--- src/pwr_seq_pkg.sv ---
// constants and types for the power-state and reset sequencer
`default_nettype none
package pwr_seq_pkg;
	localparam int  CLK_HZ           = 40000000;
	localparam real SETTLE_MS        = 1.3;
	localparam int  SETTLE_CYCLES    = int'(SETTLE_MS * 1.0e-3 * CLK_HZ);
	localparam real XTAL_START_US    = 10.0;
	localparam int  XTAL_CYCLES      = int'(XTAL_START_US * 1.0e-6 * CLK_HZ);
	localparam real LOCK_START_US    = 100.0;
	localparam int  LOCK_CYCLES      = int'(LOCK_START_US * 1.0e-6 * CLK_HZ);
	localparam int  XTAL_DEFAULT_MHZ = 26;
	localparam int  NUM_MODULES      = 4;
	localparam int  SYNC_STAGES      = 2;
	localparam int  TIMER_W          = 32;
	localparam logic [NUM_MODULES-1:0] CLK_SEL_RESET = 4'hf;

	typedef enum logic [2:0] {
		POWERED_OFF,
		FIRMWARE_LOAD,
		WARM_UP,
		ACTIVE,
		SLEEP
	} power_state_type;

	typedef enum logic [1:0] {
		WARM_XTAL,
		WARM_LOCK,
		WARM_DONE
	} warm_phase_type;
endpackage : pwr_seq_pkg
`default_nettype wire

--- src/power_state_and_reset_sequencer.sv ---
// power-state and reset sequencer top
// ----------------------------------------------------------------
// Behaviour
// - supply enable low forces powered-down state immediately, from any state.
// - powered-down keeps sleep clock and internal supply off.
// - internal power and clock settle within 1.3 ms of enable.
// - after settling, enter firmware-load state for host download.
// - sleep only on host decision; radio and lock loop switched off.
// - sleep ends on timer expiry or host wake signal.
// - sleep keeps internal state while crystal is off.
// - wake passes warm-up: crystal first, lock loop next, then active.
// - active gates fast clock per block by clock select; radio enabled.
// - host may hold enable low for off, pulse low for reset.
// - power-on reset done within 1.3 ms; crystal clock default 26 MHz.
// - after full reset stay off, core blocks unpowered, until host talks.
// - on host start, crystal on first, lock loop afterwards.
// - block resets released automatically once every clock is stable.
// - module sleep requests gate per-module clock enable and power.
// - no start under low supply lockout; lockout turns device off.
// ----------------------------------------------------------------
`default_nettype none
module power_state_and_reset_sequencer #(
	parameter int NUM_MODULES   = pwr_seq_pkg::NUM_MODULES,
	parameter int SETTLE_CYCLES = pwr_seq_pkg::SETTLE_CYCLES,
	parameter int LOCK_CYCLES   = pwr_seq_pkg::LOCK_CYCLES,
	parameter int XTAL_CYCLES   = pwr_seq_pkg::XTAL_CYCLES
) (
	input  wire logic                        mclk_i,
	input  wire logic                        reset_n_i,
	input  wire logic                        supply_enable_pin_i,
	input  wire logic                        wake_pin_i,
	input  wire logic                        low_supply_lockout_i,
	input  wire logic                        host_start_i,
	input  wire logic                        host_sleep_req_i,
	input  wire logic                        host_go_active_i,
	input  wire logic [pwr_seq_pkg::TIMER_W-1:0] sleep_duration_i,
	input  wire logic [NUM_MODULES-1:0]      clk_select_i,
	input  wire logic [NUM_MODULES-1:0]      module_sleep_req_i,
	output logic                             internal_supply_on_o,
	output logic                             sleep_clock_on_o,
	output logic                             xtal_enable_o,
	output logic                             digital_lock_loop_enable_o,
	output logic                             radio_enable_o,
	output logic                             core_power_on_o,
	output logic                             core_reset_n_o,
	output logic [NUM_MODULES-1:0]           module_clk_en_o,
	output logic [NUM_MODULES-1:0]           module_power_o,
	output logic [2:0]                       power_state_o
);
	// ----------------------------------------------------------------
	// input synchronisation
	// ----------------------------------------------------------------
	logic [2:0] sync_in;
	logic       enable_s;
	logic       wake_s;
	logic       lockout_s;
	logic       off_rst_n;

	level_sync #(.WIDTH(3)) u_sync (
		.mclk_i    (mclk_i),
		.reset_n_i (reset_n_i),
		.async_i   ({supply_enable_pin_i, wake_pin_i, low_supply_lockout_i}),
		.sync_o    (sync_in)
	);
	assign enable_s  = sync_in[2];
	assign wake_s    = sync_in[1];
	assign lockout_s = sync_in[0];

	// asynchronous forced entry to off, a raw pin low is acted on at once
	assign off_rst_n = reset_n_i & supply_enable_pin_i;

	// ----------------------------------------------------------------
	// state and timers
	// ----------------------------------------------------------------
	pwr_seq_pkg::power_state_type state;
	pwr_seq_pkg::power_state_type next_state;
	pwr_seq_pkg::warm_phase_type  phase;
	pwr_seq_pkg::warm_phase_type  next_phase;
	logic [31:0]                  timer;
	logic [31:0]                  next_timer;
	logic [pwr_seq_pkg::TIMER_W-1:0] sleep_left;
	logic                         settled;
	logic                         started;
	logic                         next_started;
	logic                         timer_done;
	logic                         sleep_expired;
	logic                         go_off;
	logic                         wake_event;
	logic                         clocks_stable;

	assign timer_done    = (timer == 32'h0);
	assign sleep_expired = (sleep_left == '0);
	assign go_off        = !enable_s || lockout_s;
	assign wake_event    = wake_s || sleep_expired;
	// sleep and warm-up keep block resets released, else retained state would be lost
	assign clocks_stable = (state == pwr_seq_pkg::ACTIVE)
		|| (state == pwr_seq_pkg::SLEEP) || (state == pwr_seq_pkg::WARM_UP)
		|| (state == pwr_seq_pkg::FIRMWARE_LOAD && started && phase == pwr_seq_pkg::WARM_DONE);

	always_comb begin
		next_state   = state;
		next_phase   = phase;
		next_timer   = timer_done ? 32'h0 : timer - 32'h1;
		next_started = started;
		unique case (state)
			pwr_seq_pkg::POWERED_OFF: begin
				next_started = 1'b0;
				if (!go_off && !settled) begin
					next_timer = 32'(SETTLE_CYCLES);
				end
				if (!go_off && settled && timer_done) begin
					next_state = pwr_seq_pkg::FIRMWARE_LOAD;
				end
			end
			pwr_seq_pkg::FIRMWARE_LOAD: begin
				// core waits unpowered until host talks
				if (host_start_i && !started) begin
					next_started = 1'b1;
					next_phase   = pwr_seq_pkg::WARM_XTAL;
					next_timer   = 32'(XTAL_CYCLES);
				end else if (started && timer_done && phase == pwr_seq_pkg::WARM_XTAL) begin
					next_phase = pwr_seq_pkg::WARM_LOCK;
					next_timer = 32'(LOCK_CYCLES);
				end else if (started && timer_done && phase == pwr_seq_pkg::WARM_LOCK) begin
					next_phase = pwr_seq_pkg::WARM_DONE;
				end else if (phase == pwr_seq_pkg::WARM_DONE && started && host_go_active_i) begin
					next_state = pwr_seq_pkg::ACTIVE;
				end
			end
			pwr_seq_pkg::ACTIVE: begin
				if (host_sleep_req_i) begin
					next_state = pwr_seq_pkg::SLEEP;
				end
			end
			pwr_seq_pkg::SLEEP: begin
				if (wake_event) begin
					next_state = pwr_seq_pkg::WARM_UP;
					next_phase = pwr_seq_pkg::WARM_XTAL;
					next_timer = 32'(XTAL_CYCLES);
				end
			end
			pwr_seq_pkg::WARM_UP: begin
				if (timer_done && phase == pwr_seq_pkg::WARM_XTAL) begin
					next_phase = pwr_seq_pkg::WARM_LOCK;
					next_timer = 32'(LOCK_CYCLES);
				end else if (timer_done && phase == pwr_seq_pkg::WARM_LOCK) begin
					next_phase = pwr_seq_pkg::WARM_DONE;
					next_state = pwr_seq_pkg::ACTIVE;
				end
			end
			default: begin
				next_state = pwr_seq_pkg::POWERED_OFF;
			end
		endcase
		if (go_off) begin
			next_state   = pwr_seq_pkg::POWERED_OFF;
			next_started = 1'b0;
		end
	end

	always_ff @(posedge mclk_i or negedge off_rst_n) begin
		if (!off_rst_n) begin
			state   <= pwr_seq_pkg::POWERED_OFF;
			phase   <= pwr_seq_pkg::WARM_XTAL;
			timer   <= 32'h0;
			settled <= 1'b0;
			started <= 1'b0;
		end else begin
			state   <= next_state;
			phase   <= next_phase;
			timer   <= next_timer;
			started <= next_started;
			settled <= (state == pwr_seq_pkg::POWERED_OFF) && !go_off;
		end
	end

	// sleep timer loads on entry, state held while the crystal is off
	always_ff @(posedge mclk_i or negedge off_rst_n) begin
		if (!off_rst_n) begin
			sleep_left <= '1;
		end else if (state != pwr_seq_pkg::SLEEP) begin
			sleep_left <= sleep_duration_i;
		end else if (!sleep_expired) begin
			sleep_left <= sleep_left - 1'b1;
		end
	end

	// ----------------------------------------------------------------
	// outputs
	// ----------------------------------------------------------------
	logic in_off;
	logic xtal_on;
	logic lock_on;
	logic release_req;
	logic block_rst_n;

	assign in_off  = (state == pwr_seq_pkg::POWERED_OFF);
	assign xtal_on = (state == pwr_seq_pkg::ACTIVE)
		|| ((state == pwr_seq_pkg::WARM_UP || state == pwr_seq_pkg::FIRMWARE_LOAD) && started)
		|| (state == pwr_seq_pkg::WARM_UP);
	assign lock_on = (state == pwr_seq_pkg::ACTIVE)
		|| ((state == pwr_seq_pkg::WARM_UP || state == pwr_seq_pkg::FIRMWARE_LOAD)
			&& phase != pwr_seq_pkg::WARM_XTAL && (started || state == pwr_seq_pkg::WARM_UP));
	assign release_req = clocks_stable && !in_off;

	reset_release u_rel (
		.mclk_i          (mclk_i),
		.reset_n_i       (off_rst_n),
		.release_i       (release_req),
		.block_reset_n_o (block_rst_n)
	);

	always_ff @(posedge mclk_i or negedge off_rst_n) begin
		if (!off_rst_n) begin
			internal_supply_on_o       <= 1'b0;
			sleep_clock_on_o           <= 1'b0;
			xtal_enable_o              <= 1'b0;
			digital_lock_loop_enable_o <= 1'b0;
			radio_enable_o             <= 1'b0;
			core_power_on_o            <= 1'b0;
			module_clk_en_o            <= '0;
			module_power_o             <= '0;
			power_state_o              <= 3'h0;
		end else begin
			internal_supply_on_o       <= !in_off;
			sleep_clock_on_o           <= !in_off;
			xtal_enable_o              <= xtal_on;
			digital_lock_loop_enable_o <= lock_on;
			radio_enable_o             <= (state == pwr_seq_pkg::ACTIVE);
			core_power_on_o            <= !in_off && (started || state != pwr_seq_pkg::FIRMWARE_LOAD);
			module_clk_en_o            <= (state == pwr_seq_pkg::ACTIVE)
				? (clk_select_i & ~module_sleep_req_i) : '0;
			module_power_o             <= (in_off || !started && state == pwr_seq_pkg::FIRMWARE_LOAD)
				? '0 : ~module_sleep_req_i;
			power_state_o              <= 3'(state);
		end
	end
	assign core_reset_n_o = block_rst_n;

	// ----------------------------------------------------------------
	// checks
	// ----------------------------------------------------------------
	off_supply_a : assert property (@(posedge mclk_i) disable iff (!off_rst_n)
		in_off |=> !internal_supply_on_o) else $error("supply on while off");
	lockout_off_a : assert property (@(posedge mclk_i) disable iff (!off_rst_n)
		lockout_s |=> in_off) else $error("lockout did not turn off");
	sleep_radio_a : assert property (@(posedge mclk_i) disable iff (!off_rst_n)
		(state == pwr_seq_pkg::SLEEP) |=> !radio_enable_o) else $error("radio on in sleep");
	sleep_entry_a : assert property (@(posedge mclk_i) disable iff (!off_rst_n)
		($past(state) == pwr_seq_pkg::ACTIVE && state == pwr_seq_pkg::SLEEP) |-> $past(host_sleep_req_i))
		else $error("sleep without host");
	wake_exit_a : assert property (@(posedge mclk_i) disable iff (!off_rst_n)
		(state == pwr_seq_pkg::SLEEP && wake_s && enable_s && !lockout_s) |=> state == pwr_seq_pkg::WARM_UP)
		else $error("wake ignored");
	warm_order_a : assert property (@(posedge mclk_i) disable iff (!off_rst_n)
		digital_lock_loop_enable_o |-> xtal_enable_o) else $error("lock loop before crystal");
	reset_hold_a : assert property (@(posedge mclk_i) disable iff (!off_rst_n)
		in_off |=> !core_reset_n_o) else $error("reset released while off");
	gate_clock_a : assert property (@(posedge mclk_i) disable iff (!off_rst_n)
		(state == pwr_seq_pkg::ACTIVE && state == $past(state)) |-> ##1
		(module_clk_en_o & $past(module_sleep_req_i)) == '0) else $error("sleeping module clocked");
endmodule : power_state_and_reset_sequencer
`default_nettype wire

--- src/level_sync.sv ---
// two-stage synchroniser for asynchronous level inputs
`default_nettype none
module level_sync #(
	parameter int WIDTH = 1
) (
	input  wire logic             mclk_i,
	input  wire logic             reset_n_i,
	input  wire logic [WIDTH-1:0] async_i,
	output logic      [WIDTH-1:0] sync_o
);
	logic [WIDTH-1:0] stage1;

	// stage1 feeds only the second flop
	always_ff @(posedge mclk_i or negedge reset_n_i) begin
		if (!reset_n_i) begin
			stage1 <= '0;
			sync_o <= '0;
		end else begin
			stage1 <= async_i;
			sync_o <= stage1;
		end
	end
endmodule : level_sync
`default_nettype wire

--- src/reset_release.sv ---
// reset bridge: asynchronous assert, synchronous release
`default_nettype none
module reset_release (
	input  wire logic mclk_i,
	input  wire logic reset_n_i,
	input  wire logic release_i,
	output logic      block_reset_n_o
);
	logic stage1;

	always_ff @(posedge mclk_i or negedge reset_n_i) begin
		if (!reset_n_i) begin
			stage1          <= 1'b0;
			block_reset_n_o <= 1'b0;
		end else begin
			stage1          <= release_i;
			block_reset_n_o <= stage1 & release_i;
		end
	end
endmodule : reset_release
`default_nettype wire

--- config.mk ---
export PLATFORM = sky130hd
export DESIGN_NAME = power_state_and_reset_sequencer
export DESIGN_NICKNAME = d
export VERILOG_FILES = /design/src/pwr_seq_pkg.sv /design/src/power_state_and_reset_sequencer.sv /design/src/level_sync.sv /design/src/reset_release.sv
export SDC_FILE = /design/constraint.sdc
export NUM_CORES = 1
export LEC_CHECK = 0
export ABC_AREA = 1
export BUFFER_PORTS_ARGS = -buffer_cell sky130_fd_sc_hd__buf_2
export CAP_MARGIN = 20
export CORE_MARGIN = 1.5
export CORE_UTILIZATION = 60
export DETAILED_ROUTE_END_ITERATION = 10
export MAX_ROUTING_LAYER = met4
export PLACE_DENSITY = 0.8
export SYNTH_ARGS = -nofsm -noshare
export SYNTH_HDL_FRONTEND = slang
export SYNTH_HIERARCHICAL = 1
export SYNTH_SLANG_ARGS = --single-unit
--- constraint.sdc ---
create_clock -name mclk_i -period 6.7 [get_ports mclk_i]
set_input_delay 0.335 -clock mclk_i [delete_from_list [all_inputs] [get_ports mclk_i]]
set_output_delay 0.335 -clock mclk_i [all_outputs]
set_load 0.01 [all_outputs]
==> flow_summary.ini <==
[status]
status = finished, violations left
violations = design-rule violations

[setup_path]
critPathArrivalTime_ns = 2.62
r2r_cells = 8
critPathLaunchType = register
rr_startpoint = state[0]
crit_path_end_kind = register
r2r_slack_ns = 4.37
r2r_end = timer[10]
critical_path_class = reg2reg
required_ns = 6.99
cp_max_fo = 41

[min_path]
hold_path_depth = 1
hold_path_class = in2reg
min-delay-start = wake_pin_i
hold_end = u_sync/stage1[1]

[die]
rows = 34
die_w_microns = 98.6
core_sq_mm = 0.00881
die_area_sq_mm = 0.00973
start_util = 0.623
die_h_microns = 98.6
io_pins = 66

[sta]
relSlewSlack = 0.521
finalHoldViolations = 0
slew_viol_final = 0
tns_ns = 0
rsz0062_at_grt = false
layout_setup_ws_ns = 4.37
max_slew.worst_pin.slew_ns = 0.717
setup_violations = 0
min_period_ns = 2.33
period_share = 0.348
clock_skew_ns = 0.0137
fmax_mhz = 429

[drt]
first_pass_iters = 10
detail-route-antenna-nets = 0
routed_wl_microns = 12300
routed_via_density = 5.32
first_iter_violations = 293
vias = 4814
wl_per_cell_microns = 13.5
drc = 6

[clock_network]
clockRootBuffer = clkbuf_8
clock_latency_ns = 0.38
cts_buffer_depth = 2
clock-sinks = 95
hold_buffers = 1
cts_tree = built
ctsResizeCount = 0
cts_buffers = 9
cts_setup_buffers = 0
cts_max_level = 3
clkTransAtPathRegs_ns = 0.11

[place]
dpl-instance-area_sq_mm = 0.00590
post-place-ws_ns = 4.40
gp_congestion = 0.906
dp_hpwl_microns = 9030
port_buffers = 65
placed_cells = 887

[logic_synthesis]
ys_ff_latch = 95
synth_nets = 775
synth.area.top_cells = dfrtp_1 29%, dfstp_2 15%, nor2_1 11%
yosysTopAreaCell = dfrtp_1
avgSynthCellArea_sq_um = 7.59
syn-cell-area_sq_mm = 0.00549
synth_top_area_frac = 0.287
netlist_instances = 723
ys_warn_count = 6
synth_edf_count = 0
synthFlopType = dfrtp_1
synthArstFlopShare = 1.00
ys_seq_area_frac = 0.440
synthDistinctLibCells = 39

[final_layout]
postLayoutCoreUtil = 0.697
stdcell_count = 905
fin_nets = 844
design_area_sq_mm = 0.00614
area_growth_pct = 11.8
num_antenna_cells = 0
drive_above_1_share = 0.207

[global_route]
grt_pass1_vias = 4797
overflow = 0
grt_pass1_wl_microns = 20900
grt_max_degree = 90
antenna_found_initial = 0
grt_usage = 0.277

[pwr]
p_leak_nw = 3.05
ir_drop_mv = 0.178
power-per-cell-area_mw_per_mm2 = 199

[job]
cap_viol_max_count = 0
worst max-delay path by stage:
stage,slack (ns),cells after the start,end,from
2_1_floorplan,4.07,2,core_power_on_o,reset_n_i
4_1_cts,4.36,8,timer[10],state[0]
5_1_grt,4.16,11,sleep_left[31],sleep_left[0]
3_3_place_gp,4.47,9,timer[9],state[0]
3_5_place_dp,4.40,8,timer[10],state[0]
6_report,4.37,8,timer[10],state[0]
layer usage:
layer,vias up,global-route usage,share of wire
li1,2401,-,-
met3,22,0.0482,0.056
met2,143,0.456,0.49
met5,-,-,0
met4,0,0.118,0.020
met1,2248,0.340,0.44
cell families after synthesis:
| group | synth area share |
|---|---|
| flops | 0.440 |
| buf+inv | 0.0857 |
| compound gates | 0.0853 |
| fa+ha+maj | 0.00912 |
| xor+xnor | 0.0590 |
| simple gates | 0.320 |
critical path, cell delays in order, from the launching register on:
cell and delay [ns]:
dfrtp_1 0.47, nor2_1 0.16, inv_2 0.06, nor2_4 0.27
buf_4 0.44, nand3_4 0.17, nand4_4 0.12, nand2_2 0.26
o21ai_0 0.27
per-stage QoR:
stage / hold slack (ns) / total power, mW
2_1_floorplan: 0.0394 / 0.795
6_report: 0.0556 / 1.22
3_5_place_dp: 0.169 / 0.849
5_1_grt: 0.0415 / 1.29
3_3_place_gp: 0.161 / 0.842
4_1_cts: 0.0525 / 1.22
cell usage after synthesis, types with 7 or more instances:
library cell	instances
o211ai_1	8
nor2_1	155
nand3_1	42
nor2_2	9
xnor2_1	12
nand2_1	132
dfrtp_1	63
nand4_1	10
inv_1	98
inv_2	11
o21ai_0	40
nor2_4	9
xor2_1	25
clkbuf_1	7
a21oi_1	18
dfstp_2	32
area by class of cell:
class                   instances  area [sq um]
inverters                     109           410
multi-input cells             508          2600
well taps                     108           135
flip-flops and latches         95          2420
repair buffers                 69           378
clock inverters                 7          72.6
clock buffers                   9           124
fillers                       696          2670
layout by cell type, fill, tap and decap left out, drive strengths merged, types with 3 or more instances in the layout:
master  instances
dfstp          32
ha              4
clkinv          3
dfrtp          63
a211oi          3
nand2         136
a21oi          20
inv           112
nand3b          3
buf            68
nor2          173
nand4          11
nor3           13
nand3          45
xnor2          12
clkbuf          9
xor2           25
o211ai          8
o21ai          46
power breakdown:
group,internal [mW],switching (mW),leakage [nW]
Combinational,0.0726,0.115,1.79
Clock,0.147,0.233,0.0970
Sequential,0.617,0.0372,1.16
Total,0.836,0.385,3.05
sequential cells by signal, summed over array words and instances, names as in the netlist, 2 cells and up:
register	flops
u_sync/stage1	3
module_clk_en_o	4
power_state_o	3
module_power_o	4
phase	2
u_sync/sync_o	3
state	3
sleep_left	32
timer	32
No activity file was read; power rests on OpenSTA's default activity.
